<file path="config.mk">
export PLATFORM = sky130hd
export DESIGN_NAME = xd_decoder
export DESIGN_NICKNAME = d
export VERILOG_FILES = /design/src/xd_pkg.sv /design/src/xd_alu.sv /design/src/xd_decoder.sv
export SDC_FILE = /design/constraint.sdc
export NUM_CORES = 1
export LEC_CHECK = 0
export BUFFER_PORTS_ARGS = -buffer_cell sky130_fd_sc_hd__buf_2
export CAP_MARGIN = 20
export CORE_MARGIN = 2
export CORE_UTILIZATION = 30
export CTS_BUF_LIST = sky130_fd_sc_hd__clkbuf_16
export CTS_CLUSTER_DIAMETER = 150
export DETAILED_ROUTE_END_ITERATION = 16
export PLACE_DENSITY = 0.45
export SETUP_SLACK_MARGIN = 0.15
export SLEW_MARGIN = 20
export SYNTH_ARGS = -nofsm -noshare
export SYNTH_HDL_FRONTEND = slang
export SYNTH_HIERARCHICAL = 1
export SYNTH_SLANG_ARGS = --single-unit
export TNS_END_PERCENT = 10
</file>
<file path="constraint.sdc">
create_clock -name clk_sys -period 4.2 [get_ports clk_sys]
set_input_delay 0.84 -clock clk_sys [delete_from_list [all_inputs] [get_ports clk_sys]]
set_output_delay 0.84 -clock clk_sys [all_outputs]
set_load 0.005 [all_outputs]
</file>
<file path="src/xd_pkg.sv">
package xd_pkg;
	// -----------------------------------------------------------------
	// widths and reset values
	// -----------------------------------------------------------------
	localparam int          FILE_AW      = 12;
	localparam int          PC_W         = 20;
	localparam int          REG_AW       = 3;
	localparam logic [7:0]  ACC_RESET    = 8'h00;
	localparam logic [3:0]  BANK_RESET   = 4'h0;
	localparam logic [7:0]  ACCESS_SPLIT = 8'h80;
	localparam logic [3:0]  ACCESS_HIGH  = 4'hf;
	localparam logic [3:0]  ACCESS_LOW   = 4'h0;
	localparam logic [11:0] PORT_FIRST   = 12'hf80;
	localparam logic [11:0] PORT_LAST    = 12'hf8f;
	localparam logic [11:0] TIMER0_ADDR  = 12'hfd0;

	// -----------------------------------------------------------------
	// register port offsets
	// -----------------------------------------------------------------
	localparam logic [2:0] RA_CTRL   = 3'h0;
	localparam logic [2:0] RA_BANK   = 3'h1;
	localparam logic [2:0] RA_ACC    = 3'h2;
	localparam logic [2:0] RA_FLAGS  = 3'h3;
	localparam logic [2:0] RA_PROD_L = 3'h4;
	localparam logic [2:0] RA_PROD_H = 3'h5;
	localparam logic [2:0] RA_SHADOW = 3'h6;

	// -----------------------------------------------------------------
	// opcodes
	// -----------------------------------------------------------------
	localparam logic [3:0] NIB_MOVE  = 4'hc;
	localparam logic [3:0] NIB_WORD2 = 4'hf;
	localparam logic [3:0] NIB_BTOG  = 4'h7;
	localparam logic [3:0] NIB_BSET  = 4'h8;
	localparam logic [3:0] NIB_BCLR  = 4'h9;
	localparam logic [3:0] NIB_BTSS  = 4'ha;
	localparam logic [3:0] NIB_BTSC  = 4'hb;
	localparam logic [4:0] OP5_BRA   = 5'h1a;
	localparam logic [4:0] OP5_BCC   = 5'h1c;
	localparam logic [6:0] OP7_CALL  = 7'h76;
	localparam logic [7:0] OP8_GOTO  = 8'hef;
	localparam logic [7:0] OP8_ADDL  = 8'h0f;
	localparam logic [7:0] OP8_ANDL  = 8'h0b;
	localparam logic [7:0] OP8_IORL  = 8'h09;
	localparam logic [6:0] OP7_MUL   = 7'h01;
	localparam logic [6:0] OP7_CPLT  = 7'h30;
	localparam logic [6:0] OP7_CPEQ  = 7'h31;
	localparam logic [6:0] OP7_CPGT  = 7'h32;
	localparam logic [6:0] OP7_TST   = 7'h33;
	localparam logic [6:0] OP7_SETF  = 7'h34;
	localparam logic [6:0] OP7_CLRF  = 7'h35;
	localparam logic [6:0] OP7_NEG   = 7'h36;
	localparam logic [6:0] OP7_MOVWF = 7'h37;
	localparam logic [5:0] OP6_ADD   = 6'h09;
	localparam logic [5:0] OP6_ADDC  = 6'h08;
	localparam logic [5:0] OP6_SUB   = 6'h17;
	localparam logic [5:0] OP6_SUBB  = 6'h16;
	localparam logic [5:0] OP6_SUBFB = 6'h15;
	localparam logic [5:0] OP6_OR    = 6'h04;
	localparam logic [5:0] OP6_AND   = 6'h05;
	localparam logic [5:0] OP6_XOR   = 6'h06;
	localparam logic [5:0] OP6_COM   = 6'h07;
	localparam logic [5:0] OP6_RLC   = 6'h0d;
	localparam logic [5:0] OP6_RRC   = 6'h0c;
	localparam logic [5:0] OP6_RL    = 6'h11;
	localparam logic [5:0] OP6_RR    = 6'h10;
	localparam logic [5:0] OP6_INC   = 6'h0a;
	localparam logic [5:0] OP6_DEC   = 6'h01;
	localparam logic [5:0] OP6_INCSZ = 6'h0f;
	localparam logic [5:0] OP6_INCSN = 6'h12;
	localparam logic [5:0] OP6_DECSZ = 6'h0b;
	localparam logic [5:0] OP6_DECSN = 6'h13;
	localparam logic [5:0] OP6_MOVF  = 6'h14;
	localparam logic [5:0] OP6_SWAP  = 6'h0e;

	// flag masks, bit order {n, ov, z, dc, c}
	localparam logic [4:0] FL_NONE = 5'h00;
	localparam logic [4:0] FL_ALL  = 5'h1f;
	localparam logic [4:0] FL_ZN   = 5'h14;
	localparam logic [4:0] FL_CZN  = 5'h15;
	localparam logic [4:0] FL_Z    = 5'h04;

	// -----------------------------------------------------------------
	// types
	// -----------------------------------------------------------------
	typedef struct packed {
		logic n;
		logic ov;
		logic z;
		logic dc;
		logic c;
	} xd_flags_t;

	typedef enum logic [4:0] {
		ALU_PASS, ALU_MOVE, ALU_ADD, ALU_ADDC, ALU_SUB, ALU_SUBB,
		ALU_SUBFB, ALU_NEG, ALU_INC, ALU_DEC, ALU_OR, ALU_AND, ALU_XOR,
		ALU_COM, ALU_RLC, ALU_RRC, ALU_RL, ALU_RR, ALU_SWAP, ALU_ZERO,
		ALU_ONES, ALU_BSET, ALU_BCLR, ALU_BTOG, ALU_ACC
	} xd_alu_op_t;

	typedef enum logic [3:0] {
		SK_NONE, SK_RES_Z, SK_RES_NZ, SK_LT, SK_EQ, SK_GT, SK_OPND_Z,
		SK_BIT_SET, SK_BIT_CLR
	} xd_skip_t;

	typedef enum logic [3:0] {
		CT_NONE, CT_MOVE, CT_WORD2, CT_BRA, CT_BCC, CT_CALL, CT_GOTO,
		CT_MUL, CT_NOP
	} xd_ctl_t;

	typedef enum logic [2:0] {
		ST_RUN   = 3'b001,
		ST_WORD2 = 3'b010,
		ST_NOP   = 3'b100
	} xd_fsm_t;

	typedef struct packed {
		logic              wr;
		logic              rd;
		logic [REG_AW-1:0] addr;
		logic [7:0]        wdata;
	} xd_reg_req_t;

	typedef struct packed {
		logic               en;
		logic [FILE_AW-1:0] addr;
		logic [7:0]         data;
	} xd_file_wr_t;

	typedef struct packed {
		logic            load;
		logic            push;
		logic            rel;
		logic [PC_W-1:0] target;
		logic [10:0]     offset;
	} xd_pc_req_t;

	typedef struct packed {
		xd_fsm_t     fsm;
		logic [7:0]  acc;
		xd_flags_t   flags;
		logic [3:0]  bank;
		logic [15:0] prod;
		logic [7:0]  sh_acc;
		xd_flags_t   sh_flags;
		logic [3:0]  sh_bank;
		logic        presc_assign;
		logic        squash;
		logic        w2_jump;
		logic        w2_call;
		logic        w2_fast;
		logic [7:0]  hold;
		xd_file_wr_t fwr;
		xd_pc_req_t  pc;
		logic        presc_clr;
		logic [7:0]  rdata;
	} xd_state_t;
endpackage

</file>
<file path="src/xd_alu.sv">
`timescale 1ns/10ps
module xd_alu (
	input  xd_pkg::xd_alu_op_t op,
	input  logic [7:0]         f,
	input  logic [7:0]         w,
	input  logic               cin,
	input  logic [2:0]         bsel,
	output logic [7:0]         res,
	output xd_pkg::xd_flags_t  fl,
	output logic [4:0]         mask
);
	import xd_pkg::*;

	logic [7:0] x;
	logic [7:0] y;
	logic       ci;
	logic       arith;
	logic       c_new;
	logic [8:0] sum;
	logic [4:0] lo;
	logic [7:0] bit_one;

	// one adder serves every arithmetic op; subtraction is add of the
	// complement, so carry reads as "no borrow"
	always_comb begin
		x = f;
		y = 8'h00;
		ci = 1'b0;
		arith = 1'b1;
		unique case (op)
			ALU_ADD:   y = w;
			ALU_ADDC:  begin y = w; ci = cin; end
			ALU_SUB:   begin y = ~w; ci = 1'b1; end
			ALU_SUBB:  begin y = ~w; ci = cin; end
			ALU_SUBFB: begin x = w; y = ~f; ci = cin; end
			ALU_NEG:   begin x = ~f; ci = 1'b1; end
			ALU_INC:   ci = 1'b1;
			ALU_DEC:   y = 8'hff;
			default:   arith = 1'b0;
		endcase
	end

	assign sum = {1'b0, x} + {1'b0, y} + {8'h00, ci};
	assign lo = {1'b0, x[3:0]} + {1'b0, y[3:0]} + {4'h0, ci};
	assign bit_one = 8'h01 << bsel;

	always_comb begin
		res = f;
		mask = FL_NONE;
		c_new = cin;
		if (arith) begin
			res = sum[7:0];
			mask = FL_ALL;
			c_new = sum[8];
		end else begin
			unique case (op)
				ALU_MOVE: mask = FL_ZN;
				ALU_OR:   begin res = f | w; mask = FL_ZN; end
				ALU_AND:  begin res = f & w; mask = FL_ZN; end
				ALU_XOR:  begin res = f ^ w; mask = FL_ZN; end
				ALU_COM:  begin res = ~f; mask = FL_ZN; end
				ALU_RLC:  begin res = {f[6:0], cin}; c_new = f[7]; mask = FL_CZN; end
				ALU_RRC:  begin res = {cin, f[7:1]}; c_new = f[0]; mask = FL_CZN; end
				ALU_RL:   begin res = {f[6:0], f[7]}; mask = FL_ZN; end
				ALU_RR:   begin res = {f[0], f[7:1]}; mask = FL_ZN; end
				ALU_SWAP: res = {f[3:0], f[7:4]};
				ALU_ZERO: begin res = 8'h00; mask = FL_Z; end
				ALU_ONES: res = 8'hff;
				ALU_BSET: res = f | bit_one;
				ALU_BCLR: res = f & ~bit_one;
				ALU_BTOG: res = f ^ bit_one;
				ALU_ACC:  res = w;
				default:  res = f;
			endcase
		end
	end

	always_comb begin
		fl.c = c_new;
		fl.dc = lo[4];
		fl.z = (res == 8'h00);
		fl.n = res[7];
		fl.ov = (x[7] == y[7]) && (sum[7] != x[7]);
	end
endmodule

</file>
<file path="src/xd_decoder.sv">
`timescale 1ns/10ps
// Functional notes
// - byte ops: bit 9 clear writes accumulator, set writes file register
// - bit 8 clear uses access bank, set uses bank selector
// - byte and bit ops carry 8-bit file address in bits 7..0
// - two-word move, 12-bit source then 1111 + 12-bit destination, no flags
// - bit ops carry 3-bit bit position in bits 11..9
// - literal ops carry 8-bit immediate in the low byte
// - jump and call: low 8 target bits word one, upper 12 word two
// - call fast bit set saves shadow copies, clear leaves them
// - relative jump carries 11-bit signed offset in bits 10..0
// - conditional branches carry 8-bit signed offset in bits 7..0
// - add group decodes and updates all five arithmetic flags
// - subtract group decodes and updates all five arithmetic flags
// - logic group updates only zero and negative
// - rotates through carry touch C,Z,N; plain rotates touch Z,N
// - increment/decrement update all flags; skip variants change none
// - compare and test skips leave flags unchanged
// - skips take one cycle untaken, two or three when taken
// - multiply finishes in one cycle and changes no flags
// - read-modify-write of a port register reads the pin levels
// - writing timer zero count clears an assigned prescaler
// - relative jump, taken branch or true test costs a second no-op cycle
// - stray second word of a two-word instruction runs as no-op
// - flags are carry, digit carry, zero, overflow, negative
// - multiply product held in product high and product low
module xd_decoder #(
	parameter logic [11:0] PORT_LO  = xd_pkg::PORT_FIRST,
	parameter logic [11:0] PORT_HI  = xd_pkg::PORT_LAST,
	parameter logic [11:0] TIMER_ZERO_COUNT_ADR = xd_pkg::TIMER0_ADDR
) (
	input  wire logic                 clk_sys,
	input  wire logic                 rst_n,
	input  wire logic                 instr_valid,
	input  wire logic [15:0]          instr,
	output logic                      instr_ready,
	output logic [xd_pkg::FILE_AW-1:0] file_raddr,
	input  wire logic [7:0]           file_rdata,
	input  wire logic [7:0]           port_pins,
	output xd_pkg::xd_file_wr_t       file_wr,
	output xd_pkg::xd_pc_req_t        pc_req,
	output logic                      prescaler_clear,
	input  xd_pkg::xd_reg_req_t       reg_req,
	output logic [7:0]                reg_rdata
);
	import xd_pkg::*;

	// ---------------------------------------------------------------
	// reset release
	// ---------------------------------------------------------------
	logic [1:0] rst_q;
	logic       rst_s_n;

	always_ff @(posedge clk_sys or negedge rst_n) begin
		if (!rst_n) begin
			rst_q <= 2'b00;
		end else begin
			rst_q <= {rst_q[0], 1'b1};
		end
	end
	assign rst_s_n = rst_q[1];

	// ---------------------------------------------------------------
	// field extraction
	// ---------------------------------------------------------------
	xd_state_t  st;
	xd_state_t  next_st;
	xd_alu_op_t aop;
	xd_skip_t   sk;
	xd_ctl_t    ctl;
	xd_flags_t  afl;
	logic [4:0] amask;
	logic [7:0] res;
	logic [7:0] opnd;
	logic [7:0] fsel;
	logic [11:0] baddr;
	logic [5:0] op6;
	logic [6:0] op7;
	logic       lit;
	logic       dsel;
	logic       wr_f;
	logic       wr_w;
	logic       fl_en;
	logic       rmw;
	logic       port_hit;
	logic       skip_hit;
	logic       bcc_true;
	logic       take;

	assign op6 = instr[15:10];
	assign op7 = instr[15:9];
	assign fsel = instr[7:0];

	// access bank splits low RAM and high special registers
	always_comb begin
		if (instr[8]) begin
			baddr = {st.bank, fsel};
		end else if (fsel >= ACCESS_SPLIT) begin
			baddr = {ACCESS_HIGH, fsel};
		end else begin
			baddr = {ACCESS_LOW, fsel};
		end
	end

	// move source uses a full 12-bit address, everything else is banked
	assign file_raddr = (instr[15:12] == NIB_MOVE) ? instr[11:0] : baddr;
	assign port_hit = (file_raddr >= PORT_LO) && (file_raddr <= PORT_HI);
	assign instr_ready = (st.fsm != ST_NOP);
	assign take = instr_valid && instr_ready;

	// ---------------------------------------------------------------
	// decode
	// ---------------------------------------------------------------
	always_comb begin
		aop = ALU_PASS;
		sk = SK_NONE;
		ctl = CT_NONE;
		lit = 1'b0;
		dsel = 1'b0;
		wr_f = 1'b0;
		wr_w = 1'b0;
		fl_en = 1'b0;
		if (instr[15:12] == NIB_MOVE) begin
			ctl = CT_MOVE;
		end else if (instr[15:12] == NIB_WORD2) begin
			ctl = CT_WORD2;
		end else if (instr[15:11] == OP5_BRA) begin
			ctl = CT_BRA;
		end else if (instr[15:11] == OP5_BCC) begin
			ctl = CT_BCC;
		end else if (op7 == OP7_CALL) begin
			ctl = CT_CALL;
		end else if (instr[15:8] == OP8_GOTO) begin
			ctl = CT_GOTO;
		end else if (instr[15:8] == OP8_ADDL) begin
			lit = 1'b1; aop = ALU_ADD; wr_w = 1'b1; fl_en = 1'b1;
		end else if (instr[15:8] == OP8_ANDL) begin
			lit = 1'b1; aop = ALU_AND; wr_w = 1'b1; fl_en = 1'b1;
		end else if (instr[15:8] == OP8_IORL) begin
			lit = 1'b1; aop = ALU_OR; wr_w = 1'b1; fl_en = 1'b1;
		end else if (op7 == OP7_MUL) begin
			ctl = CT_MUL;
		end else if (instr[15:12] == 4'h6) begin
			unique case (op7)
				OP7_CPLT:  sk = SK_LT;
				OP7_CPEQ:  sk = SK_EQ;
				OP7_CPGT:  sk = SK_GT;
				OP7_TST:   sk = SK_OPND_Z;
				OP7_SETF:  begin aop = ALU_ONES; wr_f = 1'b1; end
				OP7_CLRF:  begin aop = ALU_ZERO; wr_f = 1'b1; fl_en = 1'b1; end
				OP7_NEG:   begin aop = ALU_NEG; wr_f = 1'b1; fl_en = 1'b1; end
				OP7_MOVWF: begin aop = ALU_ACC; wr_f = 1'b1; end
				default:   ctl = CT_NOP;
			endcase
		end else if (instr[15:12] == NIB_BSET) begin
			aop = ALU_BSET; wr_f = 1'b1;
		end else if (instr[15:12] == NIB_BCLR) begin
			aop = ALU_BCLR; wr_f = 1'b1;
		end else if (instr[15:12] == NIB_BTOG) begin
			aop = ALU_BTOG; wr_f = 1'b1;
		end else if (instr[15:12] == NIB_BTSS) begin
			sk = SK_BIT_SET;
		end else if (instr[15:12] == NIB_BTSC) begin
			sk = SK_BIT_CLR;
		end else begin
			dsel = 1'b1;
			unique case (op6)
				OP6_ADD:   begin aop = ALU_ADD; fl_en = 1'b1; end
				OP6_ADDC:  begin aop = ALU_ADDC; fl_en = 1'b1; end
				OP6_SUB:   begin aop = ALU_SUB; fl_en = 1'b1; end
				OP6_SUBB:  begin aop = ALU_SUBB; fl_en = 1'b1; end
				OP6_SUBFB: begin aop = ALU_SUBFB; fl_en = 1'b1; end
				OP6_OR:    begin aop = ALU_OR; fl_en = 1'b1; end
				OP6_AND:   begin aop = ALU_AND; fl_en = 1'b1; end
				OP6_XOR:   begin aop = ALU_XOR; fl_en = 1'b1; end
				OP6_COM:   begin aop = ALU_COM; fl_en = 1'b1; end
				OP6_RLC:   begin aop = ALU_RLC; fl_en = 1'b1; end
				OP6_RRC:   begin aop = ALU_RRC; fl_en = 1'b1; end
				OP6_RL:    begin aop = ALU_RL; fl_en = 1'b1; end
				OP6_RR:    begin aop = ALU_RR; fl_en = 1'b1; end
				OP6_INC:   begin aop = ALU_INC; fl_en = 1'b1; end
				OP6_DEC:   begin aop = ALU_DEC; fl_en = 1'b1; end
				OP6_INCSZ: begin aop = ALU_INC; sk = SK_RES_Z; end
				OP6_INCSN: begin aop = ALU_INC; sk = SK_RES_NZ; end
				OP6_DECSZ: begin aop = ALU_DEC; sk = SK_RES_Z; end
				OP6_DECSN: begin aop = ALU_DEC; sk = SK_RES_NZ; end
				OP6_MOVF:  begin aop = ALU_MOVE; fl_en = 1'b1; end
				OP6_SWAP:  aop = ALU_SWAP;
				default:   begin dsel = 1'b0; ctl = CT_NOP; end
			endcase
			wr_f = dsel && instr[9];
			wr_w = dsel && !instr[9];
		end
	end

	// a write-back to the same file register reads the pins, so a
	// port bit held low from outside is not restored from its latch
	assign rmw = wr_f && (aop != ALU_ONES) && (aop != ALU_ZERO)
		&& (aop != ALU_ACC);
	assign opnd = lit ? fsel
		: ((rmw && port_hit) ? port_pins : file_rdata);

	xd_alu u_alu (
		.op   (aop),
		.f    (opnd),
		.w    (st.acc),
		.cin  (st.flags.c),
		.bsel (instr[11:9]),
		.res  (res),
		.fl   (afl),
		.mask (amask)
	);

	always_comb begin
		unique case (sk)
			SK_RES_Z:   skip_hit = (res == 8'h00);
			SK_RES_NZ:  skip_hit = (res != 8'h00);
			SK_LT:      skip_hit = (opnd < st.acc);
			SK_EQ:      skip_hit = (opnd == st.acc);
			SK_GT:      skip_hit = (opnd > st.acc);
			SK_OPND_Z:  skip_hit = (opnd == 8'h00);
			SK_BIT_SET: skip_hit = opnd[instr[11:9]];
			SK_BIT_CLR: skip_hit = !opnd[instr[11:9]];
			default:    skip_hit = 1'b0;
		endcase
	end

	// condition bits pick z, c, ov, n; bit 8 inverts the test
	always_comb begin
		unique case (instr[10:9])
			2'b00:   bcc_true = st.flags.z ^ instr[8];
			2'b01:   bcc_true = st.flags.c ^ instr[8];
			2'b10:   bcc_true = st.flags.ov ^ instr[8];
			default: bcc_true = st.flags.n ^ instr[8];
		endcase
	end

	// ---------------------------------------------------------------
	// next state
	// ---------------------------------------------------------------
	always_comb begin
		next_st = st;
		next_st.fwr.en = 1'b0;
		next_st.pc.load = 1'b0;
		next_st.pc.push = 1'b0;
		next_st.pc.rel = 1'b0;
		next_st.presc_clr = 1'b0;
		next_st.rdata = 8'h00;

		// software side; an instruction in the same cycle wins below
		if (reg_req.rd) begin
			unique case (reg_req.addr)
				RA_CTRL:   next_st.rdata = {7'h00, st.presc_assign};
				RA_BANK:   next_st.rdata = {4'h0, st.bank};
				RA_ACC:    next_st.rdata = st.acc;
				RA_FLAGS:  next_st.rdata = {3'h0, st.flags};
				RA_PROD_L: next_st.rdata = st.prod[7:0];
				RA_PROD_H: next_st.rdata = st.prod[15:8];
				RA_SHADOW: next_st.rdata = st.sh_acc;
				default:   next_st.rdata = 8'h00;
			endcase
		end
		if (reg_req.wr) begin
			unique case (reg_req.addr)
				RA_CTRL:  next_st.presc_assign = reg_req.wdata[0];
				RA_BANK:  next_st.bank = reg_req.wdata[3:0];
				RA_ACC:   next_st.acc = reg_req.wdata;
				RA_FLAGS: next_st.flags = xd_flags_t'(reg_req.wdata[4:0]);
				default:  next_st.fsm = st.fsm;
			endcase
		end

		unique case (st.fsm)
			ST_NOP: next_st.fsm = ST_RUN;
			ST_WORD2: if (take) begin
				next_st.fsm = ST_RUN;
				if (ctl == CT_WORD2 && st.w2_jump) begin
					next_st.pc.load = 1'b1;
					next_st.pc.target = {instr[11:0], st.hold};
					next_st.pc.push = st.w2_call;
					if (st.w2_fast) begin
						next_st.sh_acc = st.acc;
						next_st.sh_flags = st.flags;
						next_st.sh_bank = st.bank;
					end
				end else if (ctl == CT_WORD2) begin
					next_st.fwr = '{1'b1, instr[11:0], st.hold};
					next_st.presc_clr = (instr[11:0] == TIMER_ZERO_COUNT_ADR)
						&& st.presc_assign;
				end
			end
			ST_RUN: if (take && st.squash) begin
				// skipped word; a skipped two-word first word leaves its
				// second word to run as a no-op, giving the third cycle
				next_st.squash = 1'b0;
			end else if (take) begin
				unique case (ctl)
					CT_MOVE: begin
						next_st.hold = file_rdata;
						next_st.w2_jump = 1'b0;
						next_st.fsm = ST_WORD2;
					end
					CT_CALL, CT_GOTO: begin
						next_st.hold = fsel;
						next_st.w2_jump = 1'b1;
						next_st.w2_call = (ctl == CT_CALL);
						next_st.w2_fast = (ctl == CT_CALL) && instr[8];
						next_st.fsm = ST_WORD2;
					end
					CT_BRA: begin
						next_st.pc.rel = 1'b1;
						next_st.pc.offset = instr[10:0];
						next_st.fsm = ST_NOP;
					end
					CT_BCC: if (bcc_true) begin
						next_st.pc.rel = 1'b1;
						next_st.pc.offset = {{3{instr[7]}}, instr[7:0]};
						next_st.fsm = ST_NOP;
					end
					CT_MUL: next_st.prod = {8'h00, opnd} * {8'h00, st.acc};
					CT_WORD2, CT_NOP: next_st.fsm = ST_RUN;
					default: begin
						if (wr_w) begin
							next_st.acc = res;
						end
						if (wr_f) begin
							next_st.fwr = '{1'b1, baddr, res};
							next_st.presc_clr = (baddr == TIMER_ZERO_COUNT_ADR)
								&& st.presc_assign;
						end
						if (fl_en) begin
							next_st.flags = xd_flags_t'(
								(st.flags & ~amask) | (afl & amask));
						end
						next_st.squash = skip_hit;
					end
				endcase
			end
			default: next_st.fsm = ST_RUN;
		endcase
	end

	always_ff @(posedge clk_sys or negedge rst_s_n) begin
		if (!rst_s_n) begin
			st <= '0;
			st.fsm <= ST_RUN;
			st.acc <= ACC_RESET;
			st.bank <= BANK_RESET;
		end else begin
			st <= next_st;
		end
	end

	assign file_wr = st.fwr;
	assign pc_req = st.pc;
	assign prescaler_clear = st.presc_clr;
	assign reg_rdata = st.rdata;
endmodule

</file>
* Word-level counts from Yosys, hierarchy flattened
Index checks and enable logic that the tools add are counted.
Storage, ports and cells: flip-flop bits (word level) 123, input port bits 48, memories 0, bits in read-only memories 0, bits in writable memories 0, output and inout port bits 77, bits in latches 0
Operators by class: bitwise logic cells 18, shift operators 1, reduce and logical (&&, ||, !) cells 55, eq/ne operators 113, order comparisons 6, add/sub/neg operators 4, multipliers 1, divide/modulo/power cells 0, mux-type cells 196
Operators by type and width (number):
- $mux W4 | 35
- $pmux W8 S15 | 1
- $mux W21 | 5
- $mux W5 | 19
- $mux W1 | 93
- $pmux W5 S17 | 1
- $eq A7 B6 Y1 const B | 8
- $pmux W8 S7 | 1
- $eq A5 B5 Y1 const B | 11
- $eq A6 B4 Y1 const B | 8
- $eq A6 B5 Y1 const B | 8
- $mux W8 | 6
- $pmux W21 S2 | 1
- $eq A4 B3 Y1 const B | 10
- $eq A5 B4 Y1 const B | 8
- $mux W12 | 3
- $mux W33 | 1
- $eq A4 B4 Y1 const B | 8
- $mux W16 | 2
- $pmux W8 S2 | 2
- $pmux W8 S4 | 1
- $mux W13 | 2
- $eq A12 B12 Y1 const B | 2
- $eq A6 B3 Y1 const B | 4
- other kinds (77) | 154

* Longest topological paths before layout
Gate-level depths: netlist (run 1).
word-level depth 55, depth in mapped cells 34

* Hierarchy
Netlist (run 1), hierarchy kept.
Modules (own cells, without submodules):
- xd_decoder | cells each 1063, times used 1, area each 9396.5 sq um
- xd_alu | cells each 335, times used 1, area each 2285.9 sq um

* Worst setup path after synthesis (run 1)
No wires, ideal clock.
path type in2reg, start input port instr[13], end register st[75] (netlist bit), slack -1.815 ns, setup time 0.069 ns, arrival 5.946 ns, stages on the path 29, path buffers 5, data required time 4.131 ns, cell sequence clkbuf_8 > clkbuf_1 > clkbuf_1 > nand2_1 > xor2_1 > a21oi_1 > a31oi_1 > o221ai_1 > buf_4 > buf_2 > nor4b_1 > a21oi_1 > o211ai_1 > fa_1 > inv_1 > fa_1 > nor2b_1 > o21ai_0 > nand2b_1 > a31oi_1 > xnor2_1 > a211oi_1 > nor4_1 > nand2_1 > a21oi_1 > a21oi_1 > nand3_1 > a41o_1 > nand3_1
RTL lines:
- start: declaration | RTL line xd_decoder.sv:35 | input wire logic [15:0] instr,
- $eq A6 B1 Y1 (tied with other cells) | RTL line xd_decoder.sv:167 | unique case (op6)
- $reduce_or A3 Y1 (no source line)
- $pmux W5 S17 | RTL line xd_decoder.sv:167
- $mux W5 | RTL line xd_decoder.sv:163 | end else if (instr[15:12] == NIB_BTSC) begin
- $mux W5 | RTL line xd_decoder.sv:161 | end else if (instr[15:12] == NIB_BTSS) begin
- $mux W5 | RTL line xd_decoder.sv:159 | end else if (instr[15:12] == NIB_BTOG) begin
- $mux W5 | RTL line xd_decoder.sv:157 | end else if (instr[15:12] == NIB_BCLR) begin
- $mux W5 | RTL line xd_decoder.sv:155 | end else if (instr[15:12] == NIB_BSET) begin
- [... 11 more ...]
- named net aop[3] | RTL line xd_decoder.sv:68 | xd_alu_op_t aop;
- [... 10 more ...]
- $add A9 B1 Y9 | RTL line xd_alu.sv:43 | assign sum = {1'b0, x} + {1'b0, y} + {8'h00, ci};
- $mux W8 * | RTL line xd_alu.sv:51 | if (arith) begin
- named net res[6] | RTL line xd_decoder.sv:73 | logic [7:0] res;
- $reduce_bool A8 Y1 / $logic_not A8 Y1 (equally long branches) | RTL line xd_decoder.sv:217, xd_decoder.sv:216
- $pmux W1 S8 * | RTL line xd_decoder.sv:215 | unique case (sk)
- $mux W1 * | RTL line xd_decoder.sv:297 | unique case (ctl)
- $mux W33 * | RTL line xd_decoder.sv:296 | end else if (take) begin
- $mux W1 * | RTL line xd_decoder.sv:292 | ST_RUN: if (take && st.squash) begin
- end signal: assignment | RTL line xd_decoder.sv:350 | st <= next_st;
- end: declaration | RTL line xd_decoder.sv:66 | xd_state_t st;
Mark *: on every way through the listed nets, which the timed path passes. The rest lies on a longest branch. The select of a mux whose other input is x is not followed. A chain may end at the register's enable or synchronous reset.

* Worst setup path after layout (run 1)
start input port instr[5], end register st[109] (netlist bit)
Between the ends: word-level cells in the longest chain between the ends 10
RTL lines:
- $ge A8 B8 Y1 | RTL line xd_decoder.sv:98 | end else if (fsel >= ACCESS_SPLIT) begin
- $mux W12 | RTL line xd_decoder.sv:98
- $mux W12 | RTL line xd_decoder.sv:96 | if (instr[8]) begin
- $mux W12 | RTL line xd_decoder.sv:106 | assign file_raddr = (instr[15:12] == NIB_MOVE) ? instr[11:0] : baddr;
- $ge A12 B12 Y1 / $le A12 B12 Y1 (equally long branches) | RTL line xd_decoder.sv:107 | assign port_hit = (file_raddr >= PORT_LO) && (file_raddr <= PORT_HI);
- $logic_and A1 B1 Y1 | RTL line xd_decoder.sv:107
- $logic_and A1 B1 Y1 | RTL line xd_decoder.sv:201 | : ((rmw && port_hit) ? port_pins : file_rdata);
- $mux W8 | RTL line xd_decoder.sv:201
- $mux W8 * | RTL line xd_decoder.sv:200 | assign opnd = lit ? fsel
- $mul A8 B8 Y16 * | RTL line xd_decoder.sv:320 | CT_MUL: next_st.prod = {8'h00, opnd} * {8'h00, st.acc};
Every way passes the cells marked *; elsewhere a longest branch is shown, timed or not.

==> results of run 1 <==
[power by group]
group          leakage (nW)  internal, mW  switching [mW]
registers              1.60          1.50           0.274
logic                  5.25          4.91            4.79
clock network         0.290         0.942           0.604
[registers in the layout, indices dropped and copies added (netlist names), named ones only]
| name | flops |
|---|---|
| prescaler_clear | 1 |
| reg_rdata | 8 |
| pc_req | 34 |
| st | 52 |
| file_wr | 21 |
| rst_q | 2 |
[area by class of cell]
class / count / area (sq um)
inverters: 85 / 322
fillers: 4043 / 23500
flip-flops and latches: 123 / 3080
clock buffers: 17 / 425
well taps: 518 / 648
multi-input cells: 1035 / 7640
repair buffers: 394 / 2710
clock inverters: 15 / 189
diodes: 1 / 2.50
[kinds of logic after synthesis]
family | count (synthesis) | synth area share [%]
adder cells (fa/ha/maj) | 97 | 12.8
XOR/XNOR | 22 | 1.65
flip-flops | 123 | 26.4
AO/OA/AOI/OAI | 341 | 19.7
other | 1 | 0.0321
AND/OR/NAND/NOR | 508 | 21.6
buffers and inverters | 240 | 11.5
multiplexers | 66 | 6.36
[path summary, 6_finish.rpt]
check / start / depth (start not counted) / end / slack, ns
setup / recovery: instr[5] / 24 / st[109]$_DFFE_PN0P_ / -1.27
hold / removal: rst_n / 1 / rst_q[1]$_DFF_PN0_ / 0.17
setup reg to reg: st[111]$_DFFE_PN0P_ / 23 / st[109]$_DFFE_PN0P_ / -0.88
hold reg to reg: rst_q[0]$_DFF_PN0_ / 0 / rst_q[1]$_DFF_PN0_ / 0.35
max in group asynchronous: rst_q[1]$_DFF_PN0_ / 1 / st[102]$_DFFE_PN0P_ / 2.82
min in group clk_sys: rst_q[0]$_DFF_PN0_ / 0 / rst_q[1]$_DFF_PN0_ / 0.35
[routing by layer]
layer | routed length, microns | part of all wire [%] | track usage [%] | vias to the layer above
li1 | - | - | - | 5379
met1 | 20300 | 46 | 29.6 | 5425
met2 | 20000 | 46 | 34.4 | 336
met3 | 2110 | 4.8 | 2.95 | 67
met4 | 1290 | 3.0 | 7.48 | 2
met5 | 13 | 0.030 | 0 | -
[metrics by stage]
step | power (mW) | worst slack, ns | util, %
finish | 13.0 | -1.27 | 38.9
global route | 14.2 | -1.44 | 38.9
CTS | 12.6 | -1.26 | 38.3
detailed placement | 10.2 | -1.94 | 36.2
global placement | 10.2 | -1.89 | 36.2
floorplan | 6.99 | -1.52 | -
[cells in the final DEF, fill, tap and decap left out, drive strengths merged, types with 8 or more instances in the layout]
cell    synthesis  routed
buf           109     394
nand2         203     203
nor2          123     123
dfrtp         122     122
o21ai         105     105
inv            78      82
a21oi          63      63
ha             59      59
fa             38      38
mux2i          36      36
mux2           26      26
nor2b          26      26
nand3          23      23
o211ai         22      22
a221o          18      18
clkbuf         46      17
a22oi          17      17
o22ai          16      16
nand2b         14      14
a31oi          14      14
xnor2          14      14
nor3           13      13
clkinv          7      12
a21o           11      11
nand4          11      11
and3           11      11
or3            10      10
and3b           9       9
and2            9       9
o311ai          9       9
o21a            8       8
xor2            8       8
nor4            8       8
a211oi          8       8
[timing repair]
action / CTS / global route
setup buffers: 5 / 5
endpoints found under the setup margin: 33 / 34
hold buffers: 0 / 0
pin swaps: 25 / 32
gates resized for setup: 32 / 57
==> results.txt, run 1 <==
The flow ran to the end, but the final reports show violations. The final reports fail on negative setup slack. The final weighted congestion in routability-driven placement is just over 0.9.

The fraction of registers with async set/reset is 100%. For this run, the slowest stage of the critical path takes around 0.58 ns. The critical path is of the primary input to flip-flop type. In the synthesized netlist the dominant register cell turns out to be sky130_fd_sc_hd__dfrtp_1. The upper clock frequency limit came out at approximately 0.18 GHz. The global-route usage over all layers came out at between 20% and 30%. The vertical die dimension came out at roughly 200 microns. The number of distinct library cells after synthesis came out at 98.

The via count of the first global-routing pass came out at ~11k. The data arrival at the endpoint of the critical path came out at 5.79 ns. The largest delay contributor family on the critical path is adder cells. In the synthesized netlist, the cells that appear most often are sky130_fd_sc_hd__nand2_1 (203), sky130_fd_sc_hd__dfrtp_1 (122), sky130_fd_sc_hd__nor2_1 (114). Along the worst path, the maximum fanout reaches 6. Dividing total power by cell area gives a power density of between 800 and 900 nW/um^2.

The clock insertion delay at the later pin of the skew report is 0.44 ns. The clock tree from TritonCTS is done. Traced cell by cell, the critical path runs through buf_6 -> or4b_4 -> a211oi_4 -> a2bb2oi_4 -> buf_6 -> mux2i_2 -> nor2_2 -> nor2_2 -> fa_1 -> inv_2 -> fa_1 -> inv_1 -> fa_1 -> inv_1 -> fa_1 -> inv_2 -> ha_4 -> a21boi_4 -> o21ai_2 -> a21oi_2 -> o2111ai_2 -> a31oi_1 -> xnor2_1 -> o21ai_1.

Summed over all nets, the half-perimeter wirelength after detailed placement is between 30000 and 40000 microns. The number of sinks driven by the clock tree came out at 123. The synthesized design spends more area on one cell type than any other, namely sky130_fd_sc_hd__dfrtp_1. The netlist area before placement is between 10000 and 15000 sq um. The min-delay analysis places its worst path in the category primary input to asynchronous set/reset pin. The worst clock skew on the final layout is 0.00730 ns. The average instance area after synthesis is roughly 8.4 sq um.

The part of the Yosys area used for sequential elements is between 20% and 30%. The final count of negative-setup-slack endpoints came out at 29. The number of clock buffers added by TritonCTS is 17.

Counting I/O delays and the setup requirement, the final critical path takes ~5.5 ns. The CTS clock-pin slew for the worst setup and hold paths came out at 0.06 ns. Cells with a size suffix above 1 make up between 30 and 40% of the layout. The share of synthesized area in the top cell type comes to a little over a quarter. The total wirelength of the detailed-routed design came out at approximately 44000 microns.

The final cell area excluding filler cells is around 15000 sq um. The final routed DRC violation total came out at 0. The final hold violation count came out at 0. The static leakage is 7.15 nW. The transition time at the pin with the least slew margin came out at 0.732 ns. The smallest setup slack after layout is -1.27 ns. 125 I/O pins were placed.

The remaining global-route overflow is 0. IR analysis of the VDD net gives a maximum drop of ~0.0012 V. The average wire length per cell after detail routing is approximately 20 microns. For this configuration, the core starts out at a cell density of about 30%.

The area growth from synthesis to layout is 28.5%. STA classifies the critical path endpoint as a flip-flop. At the worst endpoint, the required time is between 4 and 5 ns. The dominant cell by count in the synthesized netlist is sky130_fd_sc_hd__nand2_1.

The number of antenna violations at the first check in global routing came out at 1. The total count of max-transition violations in the final report came to 0. The die width came out at about 200 microns. Yosys attributes the largest share of cell area to sky130_fd_sc_hd__dfrtp_1 (26%), sky130_fd_sc_hd__nand2_1 (6.5%), sky130_fd_sc_hd__fa_1 (6.5%), sky130_fd_sc_hd__ha_1 (6.3%), sky130_fd_sc_hd__buf_4 (5.1%). Setup repair after global routing could not meet its margin everywhere.

The post-route setup TNS came out at -17.89 ns. The slowest stage of the critical path is the sky130_fd_sc_hd__or4b_4 cell. The total placed instance area is between 10000 and 15000 sq um. The number of warnings issued by yosys came out at 6. The number of cell rows is slightly above 70. The non-filler instance count after layout came out at approximately 2.2k. The residual antenna-violating net count after detailed routing came out at 0. Max-cap violations in this run came to 0. The die footprint is ~41000 sq um. The count of vias placed by the detailed router came out at 11.2k.

The synthesized instance count is between 1k and 1.5k. The part of the cycle the worst path needs came out at 130%. The most common cell type on the critical path is sky130_fd_sc_hd__fa_1. The number of storage elements in the synthesis netlist is about 120. The number of flops mapped to enable cells by yosys came out at 0.

The minimum hold slack is 0.171 ns. The worst setup path is launched from a primary input. The floorplan core area came out at roughly 39000 sq um. Counting tap cells, the placed design contains a total of around 2.1k instances.

The post-synthesis net count is 1543. The depth of the CTS H-tree came out at 4. The critical path buffer and inverter count came out at 6. The clock tree buffer depth came out at 2.

The pre-antenna-repair detailed-routing pass consisted of 5 iterations. After the first detailed-routing iteration, the DRC count stood at about 700. The via density per instance came out at a little over 5. The worst relative slew slack is between 50% and 60%. The count of buffers from port buffering is approximately 120. The final net count came out at 1801. The pin count of the biggest net entering global routing came out at 56. The global-route wire length before repair came out at between 60000 and 70000 microns. Clock tree synthesis selected as its root buffer the cell sky130_fd_sc_hd__clkbuf_16.
Note: power is estimated with default switching activity, not from simulation.
==> run 2: changes to the inputs <==
Settings changed: SETUP_SLACK_MARGIN 0.15 to default.
==> results.txt, run 2 (synthesis results as in run 1) <==
The total wirelength of the detailed-routed design is 43600 microns (-0.20%). The largest voltage drop on the vdd net came out at 0.00114 V (-5.4%). The average wire length per cell after detail routing is 20.0 microns (about the same). The share of power burned in the clock network came to 12.1% (+0.2 points). The upper clock frequency limit is 0.184 GHz (+0.56%). The final cell area excluding filler cells came out at 15000 sq um (-0.43%).

The final routed DRC violation total came out at 0 (unchanged). The number of fillers in the final layout came out at 4047 (+0.099%). The final core utilization is 38.8% (-0.17 points). The first-iteration detailed-routing DRC count came out at 800 (+15%).

The final net count was 1798 (-0.17%). The transition time at the pin with the least slew margin is 0.738 ns (+0.00584 ns). After global routing, the most crowded layer is met2. The min-delay analysis places its worst path in the category primary input to asynchronous set/reset pin. The final antenna diode count came out at 0 (-1).

The worst relative slew slack is 50.8% (-0.39 points). The checks that failed: negative setup slack. The final count of negative-setup-slack endpoints is 29 (unchanged). The cell area power density came out at 852 nW/um^2 (-1.7%). The share of total power in sequential cells came to 13.9% (+0.3 points). The die width came to 201 microns (unchanged). The pin count of the biggest net entering global routing is 56 (unchanged). The final hold violation count came out at 0 (unchanged). The remaining global-route overflow is 0 (unchanged). The depth of the CTS H-tree is 4 (unchanged). The required time reported for the critical path endpoint came out at 4.52 ns (about the same). The minimum period implied by the final worst setup slack is 5.44 ns (-0.0306 ns). The number of antenna violations at the first check in global routing came out at 1 (unchanged). The kind of start point of the critical path is a primary input. The ratio of cells with drive above 1 in the final layout was 33.7% (-0.66 points). The register containing the most flip-flops in the final layout is st. The minimum hold slack was 0.169 ns (-0.00183 ns). The first-pass iteration count of the detailed router is 5 (unchanged). The number of flip-flops under the largest register name came out at 52 (unchanged). The fraction of power spent switching nets came out at 43.5% (about the same).

The setup path with the least slack is of type primary input to flip-flop. The worst-case setup slack after placement was -1.94 ns (unchanged). The via count of the first global-routing pass came out at 11.1k (unchanged).

The total placed instance area came out at 14000 sq um (unchanged). The flow ran to the end, but the final reports show violations. The internal power contribution came to 7.20 mW (-2.1%). The clock insertion delay at the later pin of the skew report came out at 0.44 ns (about the same). The switching power came out at 5.54 mW (-2.2%). The number of maximum-capacitance constraint violations is 0 (unchanged). The die footprint came to 40500 sq um (unchanged). The smallest setup slack after layout was -1.24 ns (+0.0306 ns). The static leakage is 7.12 nW (-0.32%).

The data arrival at the endpoint of the critical path came out at 5.76 ns (-0.03 ns). The count of buffers from port buffering is 124 (unchanged). The cell at the root of the clock tree is sky130_fd_sc_hd__clkbuf_16. The clock buffer count from CTS is 17 (unchanged). The most frequent standard cell in the layout excluding fill and tap cells is sky130_fd_sc_hd__buf_4. The number of cell rows came out at 72 (unchanged).

The starting density of the core came to 30.3% (unchanged). The residual antenna-violating net count after detailed routing is 0 (unchanged). The via density per instance came out at 5.11 (-0.27%).

The part of the cycle the worst path needs is 130% (-0.73 points). The post-DP HPWL came to 34800 microns (unchanged). The total count of max-transition violations in the final report came out at 0 (unchanged).

The I/O pin count came out at 125 (unchanged). Setup repair after global routing could not meet its margin everywhere. The global-route wire length before repair came out at 66800 microns (unchanged).

The largest fanout on the critical path is 6 (unchanged). The final weighted congestion in routability-driven placement came out at 0.917 (unchanged). The met1 track demand over resource in global routing came out at 29.6% (unchanged).

Relative to the synthesized area, the layout overhead comes to 28.0%. The worst clock skew on the final layout came out at 0.00682 ns (-0.000481 ns). The number of hold buffers added after cts is 0 (unchanged). The clock tree buffer depth came out at 2 (unchanged). The CTS clock-pin slew for the worst setup and hold paths is 0.06 ns (about the same). The number of sinks driven by the clock tree came out at 123 (unchanged). The met2 layer usage reported by global route came to 34.4% (unchanged). The floorplan core area was 38600 sq um (unchanged).

Leaving out fill and tap cells, the most frequent cells in the layout are sky130_fd_sc_hd__buf_4 (258), sky130_fd_sc_hd__nand2_1 (201), sky130_fd_sc_hd__buf_2 (123), sky130_fd_sc_hd__dfrtp_1 (121), sky130_fd_sc_hd__nor2_1 (110). STA classifies the critical path endpoint as a flip-flop. The global-route usage over all layers is 21.5% (unchanged).

The combinational fraction of design power came to 73.9% (-0.6 points). The vertical die dimension came out at 201 microns (unchanged). The count of vias placed by the detailed router is 11.2k (-0.45%). TritonCTS built the clock tree. The global-route track usage on met3 was 2.95% (unchanged).
[run 2: layout make-up]
type	instances	area (sq um)	share of cell area (%)
Multi-Input combinational cell	1035	7600	50.9
Sequential cell	123	3080	20.6
Timing Repair Buffer	391	2680	17.9
Tap cell	518	648	4.33
Clock buffer	17	425	2.85
Inverter	85	319	2.13
Clock inverter	15	189	1.26
[run 2: worst paths after layout]
kind,slack (ns),endpoint,cells past startpoint,start
max in group asynchronous,2.82,st[102]$_DFFE_PN0P_,1,rst_q[1]$_DFF_PN0_
min in group clk_sys,0.35,rst_q[1]$_DFF_PN0_,0,rst_q[0]$_DFF_PN0_
min reg2reg,0.35,rst_q[1]$_DFF_PN0_,0,rst_q[0]$_DFF_PN0_
min,0.17,rst_q[1]$_DFF_PN0_,1,rst_n
max reg2reg,-0.84,st[109]$_DFFE_PN0P_,23,st[111]$_DFFE_PN0P_
max,-1.24,st[109]$_DFFE_PN0P_,24,instr[5]
[run 2: layer usage]
layer / up-vias / wire, microns
met2: 306 / 19900
met1: 5423 / 20600
met5: - / 13
li1: 5366 / -
met4: 2 / 1250
met3: 61 / 1820
[run 2: worst max-delay path, stage by stage]
cell	delay, ns
sky130_fd_sc_hd__buf_6	0.09
sky130_fd_sc_hd__or4b_4	0.58
sky130_fd_sc_hd__a211oi_4	0.21
sky130_fd_sc_hd__a2bb2oi_4	0.14
sky130_fd_sc_hd__buf_6	0.15
sky130_fd_sc_hd__mux2i_1	0.12
sky130_fd_sc_hd__nor2_2	0.18
sky130_fd_sc_hd__nor2_2	0.06
sky130_fd_sc_hd__fa_1	0.48
sky130_fd_sc_hd__inv_1	0.05
sky130_fd_sc_hd__fa_1	0.50
sky130_fd_sc_hd__inv_1	0.05
sky130_fd_sc_hd__fa_1	0.47
sky130_fd_sc_hd__inv_1	0.05
sky130_fd_sc_hd__fa_1	0.49
sky130_fd_sc_hd__inv_2	0.04
sky130_fd_sc_hd__ha_4	0.26
sky130_fd_sc_hd__a21boi_4	0.18
sky130_fd_sc_hd__o21ai_2	0.09
sky130_fd_sc_hd__a21oi_2	0.18
sky130_fd_sc_hd__o2111ai_2	0.14
sky130_fd_sc_hd__a31oi_1	0.19
sky130_fd_sc_hd__xnor2_1	0.14
sky130_fd_sc_hd__o21ai_1	0.07
[run 2: power by group through the flow]
stage,clock network (mW),logic [mW],registers (mW)
final,1.55,9.42,1.78
after global routing,1.63,10.5,1.81
after CTS,1.58,9.29,1.77
after detailed placement,0,8.38,1.79
after global placement,0,8.38,1.79
after floorplan,0,5.24,1.75
[run 2: per-stage QoR]
step / TNS, ns / total power, mW / std cells
after floorplan: -27.77 / 6.99 / 1398
after global routing: -23.58 / 13.9 / 2184
after detailed placement: -40.81 / 10.2 / 2145
final: -17.90 / 12.7 / 2184
after CTS: -19.46 / 12.6 / 2182
after global placement: -39.73 / 10.2 / 2145
[run 2: timing repair]
| item | in CTS | in global routing |
|---|---|---|
| gates resized for setup | 31 | 45 |
| buffers inserted | 5 | 3 |
| gates cloned | 0 | 0 |
| endpoints found under the hold margin | 0 | 0 |
| endpoints found under the setup margin | 32 | 33 |
| pin swaps | 25 | 26 |
